[src/verilog/sfsp_pkg.sv]
package sfsp_pkg;

  // Register bus geometry and byte offsets.
  localparam int          AXI_ADDR_W   = 8;
  localparam logic [7:0]  OFF_CTRL     = 8'h00;
  localparam logic [7:0]  OFF_STATUS   = 8'h04;
  localparam logic [7:0]  OFF_OPCODE   = 8'h08;
  localparam logic [7:0]  OFF_ADDR     = 8'h0c;
  localparam logic [7:0]  OFF_WDATA    = 8'h10;
  localparam logic [7:0]  OFF_RDATA    = 8'h14;
  localparam logic [7:0]  OFF_IRQ_STS  = 8'h18;
  localparam logic [7:0]  OFF_IRQ_MASK = 8'h1c;
  localparam logic [1:0]  RESP_OKAY    = 2'h0;
  localparam logic [1:0]  RESP_SLVERR  = 2'h2;

  // Flash status byte layout and its reset value.
  localparam int          STS_BUSY_BIT = 0;
  localparam int          STS_WRITE_EN_BIT = 1;
  localparam int          STS_PROT_LSB = 2;
  localparam int          STS_AUTO_INC_BIT = 6;
  localparam int          STS_LOCK_BIT = 7;
  localparam int          STS_HOLD_BIT = 8;
  localparam int          STS_SEL_BIT  = 9;
  localparam logic [3:0]  PROT_RST     = 4'h7;
  localparam logic        LOCK_RST     = 1'b0;

  // Control register and interrupt bits.
  localparam int          CTRL_DONE_BIT = 0;
  localparam int          IRQ_W         = 4;
  localparam int          IRQ_PROG_BIT  = 0;
  localparam int          IRQ_ERASE_BIT = 1;
  localparam int          IRQ_WSTS_BIT  = 2;
  localparam int          IRQ_WREJ_BIT  = 3;
  localparam logic [7:0]  RDATA_RST     = 8'hff;

  // Serial commands.
  localparam logic [7:0]  CMD_WRITE_STATUS = 8'h01;
  localparam logic [7:0]  CMD_BYTE_PROG    = 8'h02;
  localparam logic [7:0]  CMD_READ         = 8'h03;
  localparam logic [7:0]  CMD_WRITE_DIS    = 8'h04;
  localparam logic [7:0]  CMD_READ_STATUS  = 8'h05;
  localparam logic [7:0]  CMD_WRITE_EN     = 8'h06;
  localparam logic [7:0]  CMD_ERASE_4K     = 8'h20;
  localparam logic [7:0]  CMD_ERASE_32K    = 8'h52;
  localparam logic [7:0]  CMD_AUTO_INC     = 8'had;
  localparam logic [7:0]  CMD_ERASE_64K    = 8'hd8;

  // Erase granularity in bytes.
  localparam logic [23:0] SECTOR_BYTES    = 24'h001000;
  localparam logic [23:0] BLOCK32_BYTES   = 24'h008000;
  localparam logic [23:0] BLOCK64_BYTES   = 24'h010000;
  localparam logic [1:0]  ADDR_LAST_BYTE  = 2'h2;
  localparam logic [2:0]  BIT_LAST        = 3'h7;

  // Synchroniser reset image, ordered {wp_n, hold_n, si, cs_n, sck}.
  localparam logic [4:0]  PIN_RST = 5'h1a;

  typedef enum logic [4:0] {
    ST_IDLE = 5'b00001,
    ST_CMD  = 5'b00010,
    ST_ADDR = 5'b00100,
    ST_DATA = 5'b01000,
    ST_OUT  = 5'b10000
  } sfsp_state_type;

endpackage

[src/verilog/sfsp_sync.sv]
`timescale 1ns/1ps
module sfsp_sync #(
  parameter int           WIDTH   = 5,
  parameter logic [WIDTH-1:0] RST_VAL = '0
) (
  input  wire logic             aclk,
  input  wire logic             aresetn,
  input  wire logic [WIDTH-1:0] din,
  output logic      [WIDTH-1:0] dout
);

  logic [WIDTH-1:0] ff1_r;
  logic [WIDTH-1:0] ff2_r;
  logic [WIDTH-1:0] ff3_r;
  logic [WIDTH-1:0] dout_r;
  logic [WIDTH-1:0] dout_nxt;

  // A bit only moves once the second and third stages agree.
  assign dout_nxt = (ff3_r & ~(ff2_r ^ ff3_r)) | (dout_r & (ff2_r ^ ff3_r));
  assign dout     = dout_r;

  always_ff @(posedge aclk) begin
    if (!aresetn) begin
      ff1_r  <= RST_VAL;
      ff2_r  <= RST_VAL;
      ff3_r  <= RST_VAL;
      dout_r <= RST_VAL;
    end else begin
      ff1_r  <= din;
      ff2_r  <= ff1_r;
      ff3_r  <= ff2_r;
      dout_r <= dout_nxt;
    end
  end

endmodule

[src/verilog/sfsp_top.sv]
// Decided for this implementation: register access over AXI4-Lite and the address map.
`timescale 1ns/1ps
module sfsp_top #(
  parameter int ADDR_W = sfsp_pkg::AXI_ADDR_W
) (
  input  wire logic              aclk,
  input  wire logic              aresetn,
  input  wire logic [ADDR_W-1:0] s_axi_awaddr,
  input  wire logic              s_axi_awvalid,
  output logic                   s_axi_awready,
  input  wire logic [31:0]       s_axi_wdata,
  input  wire logic [3:0]        s_axi_wstrb,
  input  wire logic              s_axi_wvalid,
  output logic                   s_axi_wready,
  output logic [1:0]             s_axi_bresp,
  output logic                   s_axi_bvalid,
  input  wire logic              s_axi_bready,
  input  wire logic [ADDR_W-1:0] s_axi_araddr,
  input  wire logic              s_axi_arvalid,
  output logic                   s_axi_arready,
  output logic [31:0]            s_axi_rdata,
  output logic [1:0]             s_axi_rresp,
  output logic                   s_axi_rvalid,
  input  wire logic              s_axi_rready,
  input  wire logic              spi_sck,
  input  wire logic              spi_cs_n,
  input  wire logic              spi_si,
  input  wire logic              spi_hold_n,
  input  wire logic              spi_wp_n,
  output logic                   spi_so,
  output logic                   spi_so_oe_n,
  output logic                   irq
);

  logic [4:0]                 pin_f;
  logic                       sck_f;
  logic                       cs_n_f;
  logic                       si_f;
  logic                       hold_n_f;
  logic                       wp_n_f;
  logic                       sck_q_r;
  logic                       cs_n_q_r;
  logic                       hold_r;
  sfsp_pkg::sfsp_state_type   state_r;
  sfsp_pkg::sfsp_state_type   state_nxt;
  logic [2:0]                 bit_cnt_r;
  logic [1:0]                 byte_cnt_r;
  logic [7:0]                 sh_in_r;
  logic [7:0]                 sh_out_r;
  logic [7:0]                 sh_out_nxt;
  logic [7:0]                 opcode_r;
  logic [7:0]                 opcode_nxt;
  logic [23:0]                addr_r;
  logic [23:0]                addr_nxt;
  logic [7:0]                 wdata_r;
  logic                       busy_r;
  logic                       busy_nxt;
  logic                       write_en_r;
  logic                       write_en_nxt;
  logic                       auto_inc_r;
  logic                       auto_inc_nxt;
  logic [3:0]                 prot_r;
  logic [3:0]                 prot_nxt;
  logic                       lock_r;
  logic                       lock_nxt;
  logic [sfsp_pkg::IRQ_W-1:0] ev;
  logic [sfsp_pkg::IRQ_W-1:0] irq_sts_r;
  logic [sfsp_pkg::IRQ_W-1:0] irq_mask_r;
  logic [7:0]                 rdata_byte_r;
  logic                       so_r;
  logic                       so_pin_r;
  logic                       so_oe_n_r;
  logic                       aw_held_r;
  logic                       w_held_r;
  logic [ADDR_W-1:0]          aw_addr_r;
  logic [31:0]                w_data_r;
  logic [3:0]                 w_strb_r;
  logic                       bvalid_r;
  logic [1:0]                 bresp_r;
  logic                       rvalid_r;
  logic [1:0]                 rresp_r;
  logic [31:0]                rdata_r;

  // Keeps the lowest address of the region that an erase of this size covers.
  function automatic logic [23:0] align_down(input logic [23:0] a, input logic [23:0] size);
    align_down = a & ~(size - 24'h000001);
  endfunction

  function automatic logic is_addr(input logic [ADDR_W-1:0] a, input logic [7:0] off);
    is_addr = (a == off[ADDR_W-1:0]);
  endfunction

  sfsp_sync #(
    .WIDTH   (5),
    .RST_VAL (sfsp_pkg::PIN_RST)
  ) u_sync (
    .aclk    (aclk),
    .aresetn (aresetn),
    .din     ({spi_wp_n, spi_hold_n, spi_si, spi_cs_n, spi_sck}),
    .dout    (pin_f)
  );

  assign sck_f    = pin_f[0];
  assign cs_n_f   = pin_f[1];
  assign si_f     = pin_f[2];
  assign hold_n_f = pin_f[3];
  assign wp_n_f   = pin_f[4];

  // Both clock modes only differ in idle level; edges are found the same way.
  wire sck_rise  = sck_f & ~sck_q_r & ~cs_n_f & ~hold_r;
  wire sck_fall  = ~sck_f & sck_q_r & ~cs_n_f & ~hold_r;
  wire cs_fall   = ~cs_n_f & cs_n_q_r;
  wire cs_rise   = cs_n_f & ~cs_n_q_r;
  wire [7:0] rx_byte   = {sh_in_r[6:0], si_f};
  wire       byte_done = sck_rise & (bit_cnt_r == sfsp_pkg::BIT_LAST);
  wire [7:0] status_byte = {lock_r, auto_inc_r, prot_r, write_en_r, busy_r};
  wire       wsts_allowed = wp_n_f | ~lock_r;
  wire       is_erase = (opcode_r == sfsp_pkg::CMD_ERASE_4K) | (opcode_r == sfsp_pkg::CMD_ERASE_32K) |
                        (opcode_r == sfsp_pkg::CMD_ERASE_64K);
  wire [23:0] erase_size = (opcode_r == sfsp_pkg::CMD_ERASE_4K)  ? sfsp_pkg::SECTOR_BYTES :
                           (opcode_r == sfsp_pkg::CMD_ERASE_32K) ? sfsp_pkg::BLOCK32_BYTES :
                                                                   sfsp_pkg::BLOCK64_BYTES;
  wire cmd_allowed = busy_r ? (rx_byte == sfsp_pkg::CMD_READ_STATUS) :
                     auto_inc_r ? (rx_byte == sfsp_pkg::CMD_READ_STATUS) | (rx_byte == sfsp_pkg::CMD_AUTO_INC) |
                                  (rx_byte == sfsp_pkg::CMD_WRITE_DIS) : 1'b1;

  // Register bus decode.
  wire wr_fire   = aw_held_r & w_held_r & ~bvalid_r;
  wire wr_ctrl   = wr_fire & w_strb_r[0] & is_addr(aw_addr_r, sfsp_pkg::OFF_CTRL);
  wire wr_rdata  = wr_fire & w_strb_r[0] & is_addr(aw_addr_r, sfsp_pkg::OFF_RDATA);
  wire wr_irqs   = wr_fire & w_strb_r[0] & is_addr(aw_addr_r, sfsp_pkg::OFF_IRQ_STS);
  wire wr_irqm   = wr_fire & w_strb_r[0] & is_addr(aw_addr_r, sfsp_pkg::OFF_IRQ_MASK);
  wire wr_hit    = is_addr(aw_addr_r, sfsp_pkg::OFF_CTRL) | is_addr(aw_addr_r, sfsp_pkg::OFF_RDATA) |
                   is_addr(aw_addr_r, sfsp_pkg::OFF_IRQ_STS) | is_addr(aw_addr_r, sfsp_pkg::OFF_IRQ_MASK);
  wire op_done   = wr_ctrl & w_data_r[sfsp_pkg::CTRL_DONE_BIT] & busy_r;
  wire rd_fire   = s_axi_arvalid & ~rvalid_r;
  wire rd_hit    = is_addr(s_axi_araddr, sfsp_pkg::OFF_CTRL) | is_addr(s_axi_araddr, sfsp_pkg::OFF_STATUS) |
                   is_addr(s_axi_araddr, sfsp_pkg::OFF_OPCODE) | is_addr(s_axi_araddr, sfsp_pkg::OFF_ADDR) |
                   is_addr(s_axi_araddr, sfsp_pkg::OFF_WDATA) | is_addr(s_axi_araddr, sfsp_pkg::OFF_RDATA) |
                   is_addr(s_axi_araddr, sfsp_pkg::OFF_IRQ_STS) | is_addr(s_axi_araddr, sfsp_pkg::OFF_IRQ_MASK);
  wire [31:0] rd_val =
    is_addr(s_axi_araddr, sfsp_pkg::OFF_STATUS)   ? {22'h0, ~cs_n_f, hold_r, status_byte} :
    is_addr(s_axi_araddr, sfsp_pkg::OFF_OPCODE)   ? {24'h0, opcode_r} :
    is_addr(s_axi_araddr, sfsp_pkg::OFF_ADDR)     ? {8'h0, addr_r} :
    is_addr(s_axi_araddr, sfsp_pkg::OFF_WDATA)    ? {24'h0, wdata_r} :
    is_addr(s_axi_araddr, sfsp_pkg::OFF_RDATA)    ? {24'h0, rdata_byte_r} :
    is_addr(s_axi_araddr, sfsp_pkg::OFF_IRQ_STS)  ? {28'h0, irq_sts_r} :
    is_addr(s_axi_araddr, sfsp_pkg::OFF_IRQ_MASK) ? {28'h0, irq_mask_r} : 32'h0;

  // Serial sequence: next-state and side effects of each completed byte.
  always_comb begin
    state_nxt  = state_r;
    opcode_nxt = opcode_r;
    addr_nxt   = addr_r;
    sh_out_nxt = sh_out_r;
    busy_nxt   = busy_r;
    write_en_nxt = write_en_r;
    auto_inc_nxt = auto_inc_r;
    prot_nxt   = prot_r;
    lock_nxt   = lock_r;
    ev         = '0;
    if (sck_fall) begin
      sh_out_nxt = {sh_out_r[6:0], 1'b0};
    end
    if (byte_done) begin
      case (state_r)
        sfsp_pkg::ST_CMD: begin
          opcode_nxt = rx_byte;
          state_nxt  = sfsp_pkg::ST_IDLE;
          if (cmd_allowed) begin
            if (rx_byte == sfsp_pkg::CMD_READ_STATUS) begin
              state_nxt  = sfsp_pkg::ST_OUT;
              sh_out_nxt = status_byte;
            end else if (rx_byte == sfsp_pkg::CMD_WRITE_EN) begin
              write_en_nxt = 1'b1;
            end else if (rx_byte == sfsp_pkg::CMD_WRITE_DIS) begin
              write_en_nxt = 1'b0;
              auto_inc_nxt = 1'b0;
            end else if (rx_byte == sfsp_pkg::CMD_WRITE_STATUS && write_en_r) begin
              state_nxt = sfsp_pkg::ST_DATA;
            end else if (rx_byte == sfsp_pkg::CMD_AUTO_INC && auto_inc_r) begin
              state_nxt = sfsp_pkg::ST_DATA;
              addr_nxt  = addr_r + 24'h000001;
            end else if (rx_byte == sfsp_pkg::CMD_READ ||
                         (write_en_r && (rx_byte == sfsp_pkg::CMD_BYTE_PROG || rx_byte == sfsp_pkg::CMD_AUTO_INC ||
                                    rx_byte == sfsp_pkg::CMD_ERASE_4K || rx_byte == sfsp_pkg::CMD_ERASE_32K ||
                                    rx_byte == sfsp_pkg::CMD_ERASE_64K))) begin
              state_nxt = sfsp_pkg::ST_ADDR;
            end
          end
        end
        sfsp_pkg::ST_ADDR: begin
          addr_nxt = {addr_r[15:0], rx_byte};
          if (byte_cnt_r == sfsp_pkg::ADDR_LAST_BYTE) begin
            if (is_erase) begin
              addr_nxt  = align_down({addr_r[15:0], rx_byte}, erase_size);
              busy_nxt  = 1'b1;
              ev[sfsp_pkg::IRQ_ERASE_BIT] = 1'b1;
              state_nxt = sfsp_pkg::ST_IDLE;
            end else if (opcode_r == sfsp_pkg::CMD_READ) begin
              state_nxt  = sfsp_pkg::ST_OUT;
              sh_out_nxt = rdata_byte_r;
            end else begin
              state_nxt = sfsp_pkg::ST_DATA;
            end
          end
        end
        sfsp_pkg::ST_DATA: begin
          state_nxt = sfsp_pkg::ST_IDLE;
          if (opcode_r == sfsp_pkg::CMD_WRITE_STATUS) begin
            if (wsts_allowed) begin
              prot_nxt = rx_byte[sfsp_pkg::STS_PROT_LSB +: 4];
              lock_nxt = rx_byte[sfsp_pkg::STS_LOCK_BIT];
              write_en_nxt = 1'b0;
              ev[sfsp_pkg::IRQ_WSTS_BIT] = 1'b1;
            end else begin
              ev[sfsp_pkg::IRQ_WREJ_BIT] = 1'b1;
            end
          end else begin
            busy_nxt = 1'b1;
            auto_inc_nxt = (opcode_r == sfsp_pkg::CMD_AUTO_INC);
            ev[sfsp_pkg::IRQ_PROG_BIT] = 1'b1;
          end
        end
        sfsp_pkg::ST_OUT: begin
          if (opcode_r == sfsp_pkg::CMD_READ) begin
            sh_out_nxt = rdata_byte_r;
            addr_nxt   = addr_r + 24'h000001;
          end else begin
            sh_out_nxt = status_byte;
          end
        end
        default: begin
          state_nxt = state_r;
        end
      endcase
    end
    if (cs_fall && !hold_r) begin
      state_nxt = sfsp_pkg::ST_CMD;
    end
    if (cs_rise) begin
      state_nxt = sfsp_pkg::ST_IDLE;
    end
    if (op_done) begin
      busy_nxt = 1'b0;
      write_en_nxt = auto_inc_r;
    end
  end

  // Serial-side registers.
  always_ff @(posedge aclk) begin
    if (!aresetn) begin
      sck_q_r    <= 1'b0;
      cs_n_q_r   <= 1'b1;
      hold_r     <= 1'b0;
      state_r    <= sfsp_pkg::ST_IDLE;
      bit_cnt_r  <= 3'h0;
      byte_cnt_r <= 2'h0;
      sh_in_r    <= 8'h00;
      sh_out_r   <= 8'h00;
      opcode_r   <= 8'h00;
      addr_r     <= 24'h000000;
      wdata_r    <= 8'h00;
      busy_r     <= 1'b0;
      write_en_r <= 1'b0;
      auto_inc_r <= 1'b0;
      prot_r     <= sfsp_pkg::PROT_RST;
      lock_r     <= sfsp_pkg::LOCK_RST;
      so_r       <= 1'b0;
    end else begin
      sck_q_r  <= sck_f;
      cs_n_q_r <= cs_n_f;
      if (cs_n_f) begin
        hold_r <= hold_r & ~hold_n_f;
      end else if (!sck_f) begin
        hold_r <= ~hold_n_f;
      end
      state_r  <= state_nxt;
      opcode_r <= opcode_nxt;
      addr_r   <= addr_nxt;
      sh_out_r <= sh_out_nxt;
      busy_r   <= busy_nxt;
      write_en_r <= write_en_nxt;
      auto_inc_r <= auto_inc_nxt;
      prot_r   <= prot_nxt;
      lock_r   <= lock_nxt;
      if (cs_fall || cs_rise) begin
        bit_cnt_r  <= 3'h0;
        byte_cnt_r <= 2'h0;
      end else if (sck_rise) begin
        sh_in_r   <= rx_byte;
        bit_cnt_r <= bit_cnt_r + 3'h1;
        if (byte_done && state_r == sfsp_pkg::ST_ADDR) begin
          byte_cnt_r <= byte_cnt_r + 2'h1;
        end else if (byte_done) begin
          byte_cnt_r <= 2'h0;
        end
      end
      if (byte_done && state_r == sfsp_pkg::ST_DATA && opcode_r != sfsp_pkg::CMD_WRITE_STATUS) begin
        wdata_r <= rx_byte;
      end
      if (sck_fall) begin
        so_r <= sh_out_r[7];
      end
    end
  end

  // Output pin: data while reading, ready/busy while deselected in increment mode.
  wire so_drive = ~cs_n_f ? (~hold_r & (state_r == sfsp_pkg::ST_OUT)) : auto_inc_r;
  wire so_val   = cs_n_f ? ~busy_r : so_r;

  always_ff @(posedge aclk) begin
    if (!aresetn) begin
      so_pin_r  <= 1'b0;
      so_oe_n_r <= 1'b1;
    end else begin
      so_pin_r  <= so_val;
      so_oe_n_r <= ~so_drive;
    end
  end

  assign spi_so      = so_pin_r;
  assign spi_so_oe_n = so_oe_n_r;

  // Interrupts: a new event wins over a write-one clear in the same cycle.
  always_ff @(posedge aclk) begin
    if (!aresetn) begin
      irq_sts_r    <= '0;
      irq_mask_r   <= '0;
      rdata_byte_r <= sfsp_pkg::RDATA_RST;
    end else begin
      irq_sts_r <= (irq_sts_r & ~(wr_irqs ? w_data_r[sfsp_pkg::IRQ_W-1:0] : '0)) | ev;
      if (wr_irqm) begin
        irq_mask_r <= w_data_r[sfsp_pkg::IRQ_W-1:0];
      end
      if (wr_rdata) begin
        rdata_byte_r <= w_data_r[7:0];
      end
    end
  end

  assign irq = |(irq_sts_r & irq_mask_r);

  // AXI4-Lite slave.
  always_ff @(posedge aclk) begin
    if (!aresetn) begin
      aw_held_r <= 1'b0;
      w_held_r  <= 1'b0;
      aw_addr_r <= '0;
      w_data_r  <= 32'h0;
      w_strb_r  <= 4'h0;
      bvalid_r  <= 1'b0;
      bresp_r   <= sfsp_pkg::RESP_OKAY;
      rvalid_r  <= 1'b0;
      rresp_r   <= sfsp_pkg::RESP_OKAY;
      rdata_r   <= 32'h0;
    end else begin
      if (s_axi_awvalid && !aw_held_r) begin
        aw_held_r <= 1'b1;
        aw_addr_r <= s_axi_awaddr;
      end
      if (s_axi_wvalid && !w_held_r) begin
        w_held_r <= 1'b1;
        w_data_r <= s_axi_wdata;
        w_strb_r <= s_axi_wstrb;
      end
      if (wr_fire) begin
        aw_held_r <= 1'b0;
        w_held_r  <= 1'b0;
        bvalid_r  <= 1'b1;
        bresp_r   <= wr_hit ? sfsp_pkg::RESP_OKAY : sfsp_pkg::RESP_SLVERR;
      end else if (s_axi_bready) begin
        bvalid_r <= 1'b0;
      end
      if (rd_fire) begin
        rvalid_r <= 1'b1;
        rdata_r  <= rd_val;
        rresp_r  <= rd_hit ? sfsp_pkg::RESP_OKAY : sfsp_pkg::RESP_SLVERR;
      end else if (s_axi_rready) begin
        rvalid_r <= 1'b0;
      end
    end
  end

  assign s_axi_awready = ~aw_held_r;
  assign s_axi_wready  = ~w_held_r;
  assign s_axi_bvalid  = bvalid_r;
  assign s_axi_bresp   = bresp_r;
  assign s_axi_arready = ~rvalid_r;
  assign s_axi_rvalid  = rvalid_r;
  assign s_axi_rdata   = rdata_r;
  assign s_axi_rresp   = rresp_r;

endmodule

[config.mk]
export PLATFORM = sky130hd
export DESIGN_NAME = sfsp_top
export DESIGN_NICKNAME = d
export VERILOG_FILES = /design/src/verilog/sfsp_pkg.sv /design/src/verilog/sfsp_sync.sv /design/src/verilog/sfsp_top.sv
export SDC_FILE = /design/constraint.sdc
export NUM_CORES = 1
export LEC_CHECK = 0
export BUFFER_PORTS_ARGS = -buffer_cell sky130_fd_sc_hd__buf_4
export CORE_ASPECT_RATIO = 0.8
export CORE_MARGIN = 1.5
export CORE_UTILIZATION = 58
export DETAILED_ROUTE_END_ITERATION = 8
export GPL_TIMING_DRIVEN = 0
export PLACE_DENSITY = 0.8
export SETUP_SLACK_MARGIN = 0.2
export SYNTH_ARGS = -nofsm -noshare
export SYNTH_HDL_FRONTEND = slang
export SYNTH_SLANG_ARGS = --single-unit
[constraint.sdc]
create_clock -name aclk -period 2.9 [get_ports aclk]
set_input_delay 0.29 -clock aclk [delete_from_list [all_inputs] [get_ports aclk]]
set_output_delay 0.29 -clock aclk [all_outputs]
set_load 0.02 [all_outputs]
## After elaboration in Yosys (flattened, before gate mapping)

Index checks and enable logic that the tools add are counted.

- Add/subtract/negate cells: 4
- Equality and inequality tests: 51
- Multiplexer cells: 84
- Bitwise gates (word level): 62
- Reductions and logical operators: 47

Operator list:

| operator | number |
|---|---|
| 2-to-1 mux 24 bit | 12 |
| 2-to-1 mux 8 bit | 10 |
| one-hot mux 24 bit (3 select lines) | 1 |
| equality test 8 x 5 -> 1 bit (second input constant) | 7 |
| 2-to-1 mux 17 bit | 2 |
| equality test 8 x 3 -> 1 bit (second input constant) | 4 |
| equality test 8 bit (second input constant) | 4 |
| 2-to-1 mux 1 bit | 32 |
| 2-to-1 mux 4 bit | 8 |
| 2-to-1 mux 5 bit | 5 |
| adder 24 x 1 -> 24 bit (second input constant) | 1 |
| bitwise AND 24 bit | 1 |
| equality test 8 x 2 -> 1 bit (second input constant) | 3 |
| NOT 24 bit | 1 |
| one-hot mux 8 bit (3 select lines) | 1 |
| inequality test 2 bit (second input constant) | 11 |
| bitwise AND 1 bit | 21 |
| subtractor 17 x 1 -> 18 bit (second input constant) | 1 |
| equality test 8 x 1 -> 1 bit (second input constant) | 2 |
| equality test 8 x 4 -> 1 bit (second input constant) | 2 |
| equality test 8 x 6 -> 1 bit (second input constant) | 2 |
| equality test 8 x 7 -> 1 bit (second input constant) | 2 |
| logical NOT 8 bit | 2 |
| 2-to-1 mux 2 bit | 8 |
| other kinds (39) | 105 |

- Flip-flop bits (word level): 172
- Input bits: 64
- Output and inout bits: 44
- Logic and storage cells: 285

## Longest topological paths before layout

Gate-level depths: netlist of the first run.

- Depth after elaboration: 17
- Gate-level depth with buffers: 9
- Mapped depth without buffers: 8

## Hierarchy

From an unflattened synthesis of the first run, not the netlist that was laid out.

- Cells, all modules: 964
- Area, all modules: 8217.9 µm²

Modules (own cells, without submodules):

| module | instances | cells each | area an instance (µm²) | sequential area each (µm²) |
|---|---|---|---|---|
| sfsp_top | 1 | 912 | 7631.1 | 2842.7 |
| sfsp_sync | 1 | 52 | 586.8 | 400.4 |

## Worst setup path before layout of the first run

OpenSTA, ideal clock, no wires.

- Kind: reg-to-reg
- From: register state_r[0]
- To: register prot_r[0]
- Setup time: 0.129 ns
- Data arrival time: 1.929 ns
- Data required time: 2.771 ns
- Path slack: 0.842 ns
- Stages on the path, launching flop included: 7
- Buffers on the path: 1
- Period minus slack after synthesis: 2.058 ns
- Cells stage by stage: dfxtp_1 -> or3_4 -> or3b_1 -> buf_6 -> nor4_4 -> mux2i_1 -> nand2_1

- Word-level cells in the longest chain between the ends: 2

Ends and longest elaborated chain:

| item | RTL line | source |
|---|---|---|
| start: declaration | sfsp_top.sv:44 | `sfsp_pkg::sfsp_state_type state_r;` |
| start signal: assignment | sfsp_top.sv:256 | `state_r <= sfsp_pkg::ST_IDLE;` |
| start signal: assignment | sfsp_top.sv:278 | `state_r <= state_nxt;` |
| equality test 5 x 4 -> 1 bit | sfsp_top.sv:166 | `case (state_r)` |
| AND reduction 4 bit (no line) | n/a |  |
| end signal: assignment | sfsp_top.sv:267 | `prot_r <= sfsp_pkg::PROT_RST;` |
| end signal: assignment | sfsp_top.sv:285 | `prot_r <= prot_nxt;` |
| end: declaration | sfsp_top.sv:62 | `logic [3:0] prot_r;` |

No other way between the ends.
A chain may end at the register's enable or synchronous reset.

## Worst setup path in the final report of the first run

- From: register sh_in_r[5]
- To: register sh_out_r[7]

- Word-level cells in the longest chain between the ends: 8
- Elaborated cells between the ends (all ways): 11
- Classes of those cells: eq/ne: 3; mux: 6; bitwise: 2

Ends and longest elaborated chain:

| item | RTL line | source |
|---|---|---|
| start: declaration | sfsp_top.sv:48 | `logic [7:0] sh_in_r;` |
| start signal: assignment | sfsp_top.sv:291 | `sh_in_r <= rx_byte;` |
| equality test 8 x 3 -> 1 bit / equality test 8 bit (equally long branches) | sfsp_top.sv:123, sfsp_top.sv:124, sfsp_top.sv:171 |  |
| OR 1 bit (2 in series) | sfsp_top.sv:124 | `auto_inc_r ? (rx_byte == sfsp_pkg::CMD_READ_STATUS) \| (rx_byte == sfsp_pkg::CMD_AUTO_INC) \|` |
| 2-to-1 mux 1 bit | sfsp_top.sv:124 |  |
| 2-to-1 mux 1 bit | sfsp_top.sv:123 | `wire cmd_allowed = busy_r ? (rx_byte == sfsp_pkg::CMD_READ_STATUS) :` |
| 2-to-1 mux 8 bit * | sfsp_top.sv:170 | `if (cmd_allowed) begin` |
| one-hot mux 8 bit (3 select lines) * | sfsp_top.sv:166 |  |
| 2-to-1 mux 8 bit * | sfsp_top.sv:165 | `if (byte_done) begin` |
| end signal: assignment | sfsp_top.sv:281 | `sh_out_r <= sh_out_nxt;` |
| end: declaration | sfsp_top.sv:49 | `logic [7:0] sh_out_r;` |

Mark *: on every way between the ends. The rest lies on a longest branch, timed or not.

==> results.toml, run 1 <==
[outcome]
status = "finished, final reports clean"

[placed_design]
dpl_cell_area_um2 = 8532
post-place-ws_ns = 0.3552
gp_congestion = 0.9577
hpwl_um = 16140
port_buffers = 69

[drt]
routedWlPerCell_um = 18.84
met2WireLength_um = 9614
via_per_inst = 6.310
met1_length_um = 9924
vias = 7806
firstDrtPassIters = 8
routed_wl_um = 23300
top_layer_used = "met4"
route.antenna.remaining_nets = 0
drtIter0Drc = 1173
met3RoutedLength_um = 3100
drc = 0

[synth]
ys.flop_type = "dfxtp_1"
syn_inst = 952
synth_cell_types = 70
synth_top_cell_area_share_pct = 41.79
synth-edff-count = 0
ys_seq_area_share_pct = 41.79
synth-async-reset-ratio_pct = 0
syn_avg_cell_area_um2 = 8.153
synthTopCellsByArea = "dfxtp_1, mux2i_1, a21oi_1, nand2_1, nor2_1"
yosys_register_bits = 162
synth_area_um2 = 7761
ys.warnings.count = 0
yosysTopAreaCell = "dfxtp_1"

[clocking]
cts-htree-levels = 4
clkLatencyLatePin_ns = 0.43
root_buffer = "clkbuf_16"
path_clk_slew_ns = 0.07
cts_tree = "done"
hold_buffers = 0
cts_made_buffers = 17
cts.sinks = 162
max-clock-path-buffers = 2
post_cts_buffers = 0

[sta]
period_needed_ns = 2.560
tightest_slew_ns = 0.8914
final_hold_viol_count = 0
worst_clock_skew_ns = 0.006672
postLayoutSetupSlackWorst_ns = 0.3400
fin_crit_sh_pct = 88.28
finalSetupTns_ns = 0
slew_viol_final = 0
clock.fmax_ghz = 0.3906
finalSetupViolations = 0
whs_ns = 0.03899
maxSlewHeadroom_pct = 40.57
rsz0062_at_grt = "false"

[worst_hold_path]
min_path_cells = 2
hold_path.class = "input pin to register"

[finish]
area_growth_pct = 17.86
stdcell_area_um2 = 9148
most-common-layout-cells = "dfxtp_1, nand2_1, nor2_1, a21oi_1, buf_4"
fin_util_pct = 70.57
layout.nets = 1119
antennaDiodeCount = 0
final_common_cell = "dfxtp_1"
drive_above_1_share_pct = 13.47

[floorplan]
core_area_um2 = 12960
start_util_pct = 59.87
rows = 37
die_x_um = 132.3
boundaryPins = 108
die_h_um = 106.5
die_area_um2 = 14090

[critical_path]
crit_arrival_ns = 2.86
crit_buf_inv = 1
crit_fanout = 10
critPathLaunchType = "register"
crit_slowest_cell = "or4_1"
critical-path-top-delay-family = "simple AND/OR/NAND/NOR gates"
critPathKind = "register to register"
cp.depth = 7
rr_worst_depth = 7
critPathMaxStageDelay_ns = 0.64
critPathCaptureType = "register"
crit_chain = "clkbuf_1, or4_1, nor2_1, and3_1, o21ai_0, o21ai_2, o22ai_1"
cp_data_required_time_ns = 3.20

[grt]
grt-ovfl-total = 0
first_global_vias = 7089
antenna_found_initial = 0
grt_max_degree = 19
grt_pass1_wl_um = 37370
grt_usage_pct = 33.70

[power]
leakage_nw = 3.379
vdd.ir_drop.worst_mv = 0.4579
power_density_nw_per_um2 = 520.3

[run]
drv_cap = 0
-- cells in the mapped netlist, drive strengths merged (14+ instances only) --
library cell / count
dfxtp: 162
buf: 28
a22oi: 35
o22ai: 14
a21oi: 95
nand2: 104
nor2: 98
o21ai: 46
nor3: 27
nand3: 38
nand4: 18
mux2i: 50
inv: 17
nand2b: 17
clkbuf: 52
-- stage by stage --
stage | cells | power (mW)
after global placement | 1205 | 2.576
final | 1237 | 4.759
after CTS | 1237 | 4.758
after detailed placement | 1205 | 2.580
after global routing | 1237 | 4.882
after floorplan | 961 | 2.473
-- where the power goes --
| part | total [mW] | internal (mW) | switching (mW) | leakage [nW] |
|---|---|---|---|---|
| sequential | 2.28 | 2.25 | 0.0214 | 1.31 |
| clock | 2.22 | 1.15 | 1.07 | 0.279 |
| combinational | 0.261 | 0.0988 | 0.162 | 1.79 |
-- worst paths after layout --
check	start	end	slack, ns
worst max-delay path	sh_in_r[5]	sh_out_r[7]	0.34
worst min-delay path	spi_cs_n	u_sync.ff1_r[1]	0.04
worst max register to register	sh_in_r[5]	sh_out_r[7]	0.34
worst min register to register	u_sync.ff1_r[3]	u_sync.ff2_r[3]	0.41
-- cells by family (layout without fill, tap and decap cells) --
family                   after synthesis  after routing  synth area share (%)
AND/OR/NAND/NOR                      381            381                 24.71
AO/OA/AOI/OAI                        250            250                 19.96
flip-flops                           162            162                 41.79
buffers and inverters                 97            198                 5.513
multiplexers                          50             50                 6.448
adder cells (fa/ha/maj)                6              6                0.9672
XOR/XNOR                               5              5                0.5642
other                                  1             10               0.04832
-- flip-flops by register name, indices dropped and copies added, names as in the netlist, 2 cells and up, named ones only --
name / cells
u_sync.ff1_r: 5
rdata_byte_r: 8
bit_cnt_r: 3
addr_r: 24
irq_sts_r: 4
byte_cnt_r: 2
wdata_r: 8
sh_in_r: 7
opcode_r: 8
state_r: 5
u_sync.ff3_r: 5
prot_r: 4
irq_mask_r: 4
w_data_r: 8
u_sync.ff2_r: 5
sh_out_r: 8
aw_addr_r: 8
s_axi_rdata: 24
-- layout make-up --
class / instances / area [µm²]
plain buffers: 80 / 365.4
clock buffers: 17 / 425.4
clock inverters: 15 / 162.7
fillers: 1061 / 3815
inverters: 17 / 63.81
multi-input cells: 702 / 4150
flip-flops and latches: 162 / 3243
well taps: 175 / 219.0
repair buffers: 69 / 518.0
-- routing by layer --
metal | vias up | global-route usage, %
met2 | 525 | 49.40
li1 | 3614 | -
met5 | - | 0
met3 | 77 | 9.251
met1 | 3590 | 47.00
met4 | 0 | 13.27
-- what timing repair did --
action | CTS | global route
hold endpoints to repair | 0 | 0
setup endpoints to repair | 0 | 22
resized for setup | 0 | 6
No activity file was read; power rests on OpenSTA's default activity.
==> inputs of run 2 (changes only) <==
--- a/config.mk
+++ b/config.mk
@@ -6,13 +6,16 @@
 export NUM_CORES = 1
 export LEC_CHECK = 0
 export BUFFER_PORTS_ARGS = -buffer_cell sky130_fd_sc_hd__buf_4
+export CELL_PAD_IN_SITES_DETAIL_PLACEMENT = 0
+export CELL_PAD_IN_SITES_GLOBAL_PLACEMENT = 2
 export CORE_ASPECT_RATIO = 0.8
 export CORE_MARGIN = 1.5
-export CORE_UTILIZATION = 58
+export CORE_UTILIZATION = 34
 export DETAILED_ROUTE_END_ITERATION = 8
 export GPL_TIMING_DRIVEN = 0
-export PLACE_DENSITY = 0.8
+export PLACE_DENSITY_LB_ADDON = 0.1
 export SETUP_SLACK_MARGIN = 0.2
+export SLEW_MARGIN = 10
 export SYNTH_ARGS = -nofsm -noshare
 export SYNTH_HDL_FRONTEND = slang
 export SYNTH_SLANG_ARGS = --single-unit
==> run 2 against run 1 <==
  * Hold slack worse by 0.017 ns
  * Sequential power about the same
  * Clock power grew 5%
  * Via count is 6.0% lower
  * First-iteration DRC count decreased by 43%
  * Utilization shrank 29 points
  * Die area up 69%
  * Sequential share of layout area fell by 0.71 points
  * Combinational power grew 2%
  * Wire length grew 16%
  * Critical path type unchanged
  * Largest power group is now clock
==> results.toml, run 2 (synthesized netlist as in run 1, its figures left out) <==
[outcome]
status = "finished, final reports clean"

[critical_path]
crit_arrival_ns = 2.86
rr_worst_depth = 8
critical-path-top-delay-family = "buffers and inverters"
cp_data_required_time_ns = 3.20
timing.rr.end = "addr_r[14]"
critPathLaunchType = "register"
r2r_slack_ns = 0.34
critPathCaptureType = "register"
critPathKind = "register to register"
critPathMaxStageDelay_ns = 0.53
crit_slowest_cell = "buf_1"
startpoint = "state_r[3]"
cp.depth = 8
crit_buf_inv = 3
crit_fanout = 10
reg2reg_from = "state_r[3]"
crit_path_end = "addr_r[14]"
crit_chain = "nor2_1, and3_1, clkbuf_1, clkbuf_1, buf_1, nor2_1, a211oi_1, nor3_1"

[finish]
final_common_cell = "dfxtp_1"
layout.nets = 1119
antennaDiodeCount = 0
most-common-layout-cells = "dfxtp_1, nand2_1, nor2_1, a21oi_1, buf_4"
drive_above_1_share_pct = 13.75
stdcell_area_um2 = 9335
stdcell_count = 1368
num-fill-cells = 2330
area_growth_pct = 20.28

[power]
leakage_nw = 3.404
total_power_mw = 4.858
power_density_nw_per_um2 = 520.3
vdd.ir_drop.worst_mv = 0.3540

[clocking]
cts.sinks = 162
path_clk_slew_ns = 0.08
root_buffer = "clkbuf_16"
clkLatencyLatePin_ns = 0.44
cts_made_buffers = 17
hold_buffers = 0
cts_tree = "done"
max-clock-path-buffers = 2
cts-htree-levels = 4

[grt]
grt_max_degree = 20
first_global_vias = 6695
grt_pass1_wl_um = 41080
grt_usage_pct = 23.01
antenna_found_initial = 0
grt-ovfl-total = 0

[placed_design]
port_buffers = 69
post-place-cells = 1336
gp_congestion = 0.8213
hpwl_um = 19600
dpl_cell_area_um2 = 8696

[sta]
finalSetupTns_ns = 0
worst_clock_skew_ns = 0.01227
clock.fmax_ghz = 0.3900
maxSlewHeadroom_pct = 37.75
rsz0062_at_grt = "true"
slew_viol_final = 0
finalSetupViolations = 0
tightest_slew_ns = 0.9338
fin_crit_sh_pct = 88.43
final_hold_viol_count = 0
period_needed_ns = 2.564

[floorplan]
boundaryPins = 108
rows = 49
start_util_pct = 34.59
die_x_um = 171.9
core_area_um2 = 22440
die_h_um = 138.1
die_area_um2 = 23750

[drt]
via_per_inst = 5.365
firstDrtPassIters = 5
route.antenna.remaining_nets = 0
vias = 7339
drtIter0Drc = 666
routedWlPerCell_um = 19.70
drc = 0
routed_wl_um = 26950

[run]
drv_cap = 0

[worst_hold_path]
min_path_cells = 2
hold_path.class = "input pin to register"
[run 2: changes by cell type in the layout (fill, tap and decap cells not counted), moves of 2 or more]
cell / change
clkbuf_1: -3
clkbuf_2: +2
clkinv_8: +3
clkinvlp_4: -3
[run 2: timing repair]
action                                  4_1_cts  5_1_grt
resized for setup                             2        8
endpoints found under the setup margin        3       26
setup buffers                                 0        0
[run 2: worst register-to-register path: cells and delay by family (launching register included)]
kind,cells,cell delay [ns]
simple gates,4,0.63
compound gates,1,0.23
flops,1,0.36
buf+inv,3,1.20
[run 2: worst min path at each step]
stage               slack (ns)              end       startpoint
floorplan                 0.39  u_sync.ff2_r[1]  u_sync.ff1_r[1]
global placement          0.39  u_sync.ff2_r[1]  u_sync.ff1_r[1]
detailed placement        0.39  u_sync.ff2_r[4]  u_sync.ff1_r[4]
CTS                       0.01  u_sync.ff1_r[3]       spi_hold_n
global route              0.01  u_sync.ff1_r[1]         spi_cs_n
finish                    0.02  u_sync.ff1_r[3]       spi_hold_n
[run 2: report_power, final]
| part | switching [mW] | internal, mW |
|---|---|---|
| registers | 0.0213 | 2.25 |
| logic | 0.168 | 0.0987 |
| clock network | 1.14 | 1.17 |
| total | 1.33 | 3.52 |
[run 2: per-stage QoR]
stage	worst slack [ns]	utilization (%)	hold slack [ns]
after floorplan	0.8415	-	0.3863
after global placement	0.1053	38.75	0.3881
after detailed placement	0.1763	38.75	0.3925
after global routing	0.1521	41.60	0.01462
final	0.3356	41.60	0.02196
after CTS	0.2239	41.51	0.009621
[run 2: area by class of cell]
class                   instances  area (µm²)  share of cell area (%)
clock inverters                15       186.4                   1.997
flip-flops and latches        162        3243                   34.74
repair buffers                 69       518.0                   5.549
clock buffers                  17       425.4                   4.557
plain buffers                  80       367.9                   3.940
well taps                     306       382.9                   4.101
inverters                      17       63.81                  0.6836
multi-input cells             702        4148                   44.43
[run 2: layer usage]
layer | vias up | share of wire (%) | wire [µm] | track usage, %
li1 | 3610 | - | - | -
met1 | 3457 | 52 | 14050 | 35.76
met2 | 245 | 40 | 10910 | 31.98
met3 | 27 | 5.9 | 1596 | 4.495
met4 | 0 | 1.4 | 387 | 5.721
met5 | - | 0 | 0 | 0
==> inputs of run 3 (changes only) <==
--- a/config.mk
+++ b/config.mk
@@ -5,12 +5,13 @@
 export SDC_FILE = /design/constraint.sdc
 export NUM_CORES = 1
 export LEC_CHECK = 0
+export ABC_AREA = 1
 export BUFFER_PORTS_ARGS = -buffer_cell sky130_fd_sc_hd__buf_4
 export CELL_PAD_IN_SITES_DETAIL_PLACEMENT = 0
 export CELL_PAD_IN_SITES_GLOBAL_PLACEMENT = 2
 export CORE_ASPECT_RATIO = 0.8
 export CORE_MARGIN = 1.5
-export CORE_UTILIZATION = 34
+export CORE_UTILIZATION = 32
 export DETAILED_ROUTE_END_ITERATION = 8
 export GPL_TIMING_DRIVEN = 0
 export PLACE_DENSITY_LB_ADDON = 0.1
==> run 3 against run 2 <==
  * Fmax rose by 19%
  * Synthesized cell count rose by 28%
  * First-iteration DRC count is 5.0% lower
  * Clock-buffer cell count is 1 higher
  * Sequential share of layout area fell by 1.4 points
  * Final cell count is 21% higher
  * Largest cell class unchanged
  * Utilization shrank 3.0 points
  * Global-route usage about the same
  * Critical endpoint unchanged
  * Power rose by 1.8%
  * Die area up 12%
  * Non-clock buffer count shrank 23
==> results.toml, run 3 <==
[critical_path]
timing.rr.end = "addr_r[14]"
cp_data_required_time_ns = 3.26
critical-path-top-delay-family = "simple AND/OR/NAND/NOR gates"
crit_arrival_ns = 2.52
crit_chain = "nor2_1, nand2_1, nor2_2, nand2_2, nand3_2, nand2_2, inv_2, nor2_4, buf_6, nand2_1, a21oi_1"
rr_worst_depth = 11
critPathKind = "register to register"
r2r_slack_ns = 0.74
critPathCaptureType = "register"
crit_fanout = 10
crit_slowest_cell = "dfxtp_1"
critPathLaunchType = "register"
crit_buf_inv = 2
reg2reg_from = "sh_in_r[3]"
critPathMaxStageDelay_ns = 0.62

[synth]
synth-async-reset-ratio_pct = 0
synthAdderAreaFrac_pct = 0.9188
ys_seq_area_share_pct = 39.69
yosysTopAreaCell = "dfxtp_1"
synthSimpleGateAreaFrac_pct = 31.15
syn_avg_cell_area_um2 = 6.714
synth_common_cells = "nand2_1, nor2_1, dfxtp_1"
synth_xor_xnor_area_share_pct = 1.072
synth_top_family_by_area = "simple AND/OR/NAND/NOR gates"
yosys_register_bits = 162
syn_inst = 1217
synth_compound_area_share_pct = 17.76
synth_area_um2 = 8170
synth_cell_types = 42
synth.area.mux_share_pct = 0
synthTopCellsByArea = "dfxtp_1, nand2_1, nor2_1, o21ai_0, a21oi_1"
ys.flop_type = "dfxtp_1"
synth-edff-count = 0
post-synth-top-count-cell = "nand2_1"
synth_top_cell_area_share_pct = 39.69
ys.warnings.count = 0

[sta]
slew_viol_final = 0
postLayoutSetupSlackWorst_ns = 0.7418
final_hold_viol_count = 0
fin_crit_sh_pct = 74.42
clock.fmax_ghz = 0.4633
tightest_slew_ns = 1.289
rsz0062_at_grt = "false"
worst_clock_skew_ns = 0.01305
period_needed_ns = 2.158
finalSetupViolations = 0
finalSetupTns_ns = 0
maxSlewHeadroom_pct = 13.43

[grt]
antenna_found_initial = 2
grt_max_degree = 17
first_global_vias = 7520
grt_usage_pct = 23.02
grt-ovfl-total = 0
grt_pass1_wl_um = 45640

[run]
drv_cap = 0

[finish]
most-common-layout-cells = "nand2_1, nor2_1, dfxtp_1, o21ai_0, inv_1"
layout.nets = 1385
final_common_cell = "nand2_1"
ff_latch_area_um2 = 3243
num-fill-cells = 2802
multi_input_area_um2 = 4197
drive_above_1_share_pct = 12.74
area_growth_pct = 19.10

[placed_design]
hpwl_um = 22880
gp_congestion = 0.8459
post-place-ws_ns = 0.4030
port_buffers = 70

[power]
power_frac_comb_pct = 6.7
p_int_mw = 3.693
power.switching_mw = 1.253
vdd.ir_drop.worst_mv = 0.4144
p_seq_share_pct = 46.5
total_power_mw = 4.947
power_density_nw_per_um2 = 508.4
pwr-share-clk_pct = 46.8
leakage_nw = 4.206
p_sw_share_pct = 25.33

[floorplan]
die_area_um2 = 26510
die_x_um = 181.7
core_area_um2 = 25180
boundaryPins = 108
rows = 52
die_h_um = 145.9
start_util_pct = 32.45

[drt]
routedWlPerCell_um = 18.10
routed_wl_um = 29890
drtIter0Drc = 633
firstDrtPassIters = 5
vias = 8190
drc = 0
route.antenna.remaining_nets = 0
via_per_inst = 4.958

[clocking]
cts.sinks = 162
root_buffer = "clkbuf_16"
max-clock-path-buffers = 2
hold_buffers = 0
cts-htree-levels = 4
clkLatencyLatePin_ns = 0.45
post_cts_resized = 0
path_clk_slew_ns = 0.07
cts_made_buffers = 17
post_cts_buffers = 0
cts_tree = "done"

[worst_hold_path]
hp-start = "spi_si"
hold_path.class = "input pin to register"
whs_endpoint = "u_sync.ff1_r[2]"
min_path_cells = 3

[outcome]
status = "finished, final reports clean"
## run 3: cell count changes after synthesis, moves of 40 or more
cell and delta:
nand3_1 +40, nand2_1 +155, inv_1 +103, nor2_1 +68, mux2i_1 -50, o21ai_0 +79
## run 3: worst max-delay path by stage
stage                    start              end  slack [ns]  cells past startpoint
2_1_floorplan     bit_cnt_r[0]       addr_r[23]        1.25                     12
5_1_grt             state_r[1]       state_r[2]        0.51                      9
6_report            sh_in_r[3]       addr_r[14]        0.74                     11
3_5_place_dp   s_axi_araddr[7]  s_axi_rdata[22]        0.40                      9
4_1_cts             sh_in_r[3]       addr_r[21]        0.78                     11
3_3_place_gp   s_axi_araddr[7]  s_axi_rdata[17]        0.41                      9
## run 3: worst register-to-register path, cell delays in order (launching register included)
cell	delay, ns
dfxtp_1	0.62
nor2_1	0.13
nand2_1	0.17
nor2_2	0.07
nand2_2	0.17
nand3_2	0.12
nand2_2	0.13
inv_2	0.06
nor2_4	0.24
buf_6	0.20
nand2_1	0.06
a21oi_1	0.12
## run 3: logic make-up (layout without fill, tap and decap cells)
logic type	Yosys count	in the layout
buffers and inverters	182	283
other	1	11
and+or+nand+nor	582	582
adders and majority gates	6	6
AOI/OAI and AO/OA	274	274
xor gates and xnor gates	10	10
DFF	162	162
## run 3: area by class of cell
class | count | share of cell area (%)
Multi-Input combinational cell | 882 | 43.13
Sequential cell | 162 | 33.33
Timing Repair Buffer | 70 | 5.401
Inverter | 126 | 4.912
Clock buffer | 18 | 4.513
Tap cell | 324 | 4.166
Buffer | 56 | 2.945
Clock inverter | 13 | 1.582
Antenna cell | 1 | 0.02572
## run 3: per-layer routing
metal | vias up | part of all wire, % | GRT usage, %
met1 | 3764 | 54 | 36.63
met4 | 0 | 0.99 | 5.208
met3 | 20 | 5.9 | 4.129
met5 | - | 0 | 0
met2 | 233 | 39 | 31.37
li1 | 4173 | - | -
## run 3: power groups by stage
stage                     Sequential (mW)  Combinational [mW]  Clock (mW)
final                                2.30               0.332        2.32
after global routing                 2.30               0.366        2.47
after CTS                            2.30               0.332        2.37
after detailed placement             2.35               0.331           0
after global placement               2.35               0.331           0
after floorplan                      2.37               0.162           0
## run 3: metrics by stage
stage	hold WS, ns	util (%)	instances	instance area [µm²]
2_1_floorplan	0.3876	-	1226	8204
3_3_place_gp	0.3953	36.28	1620	9135
3_5_place_dp	0.3975	36.28	1620	9135
4_1_cts	0.005327	38.64	1651	9728
5_1_grt	0.01551	38.64	1651	9728
6_report	0.02493	38.65	1652	9731
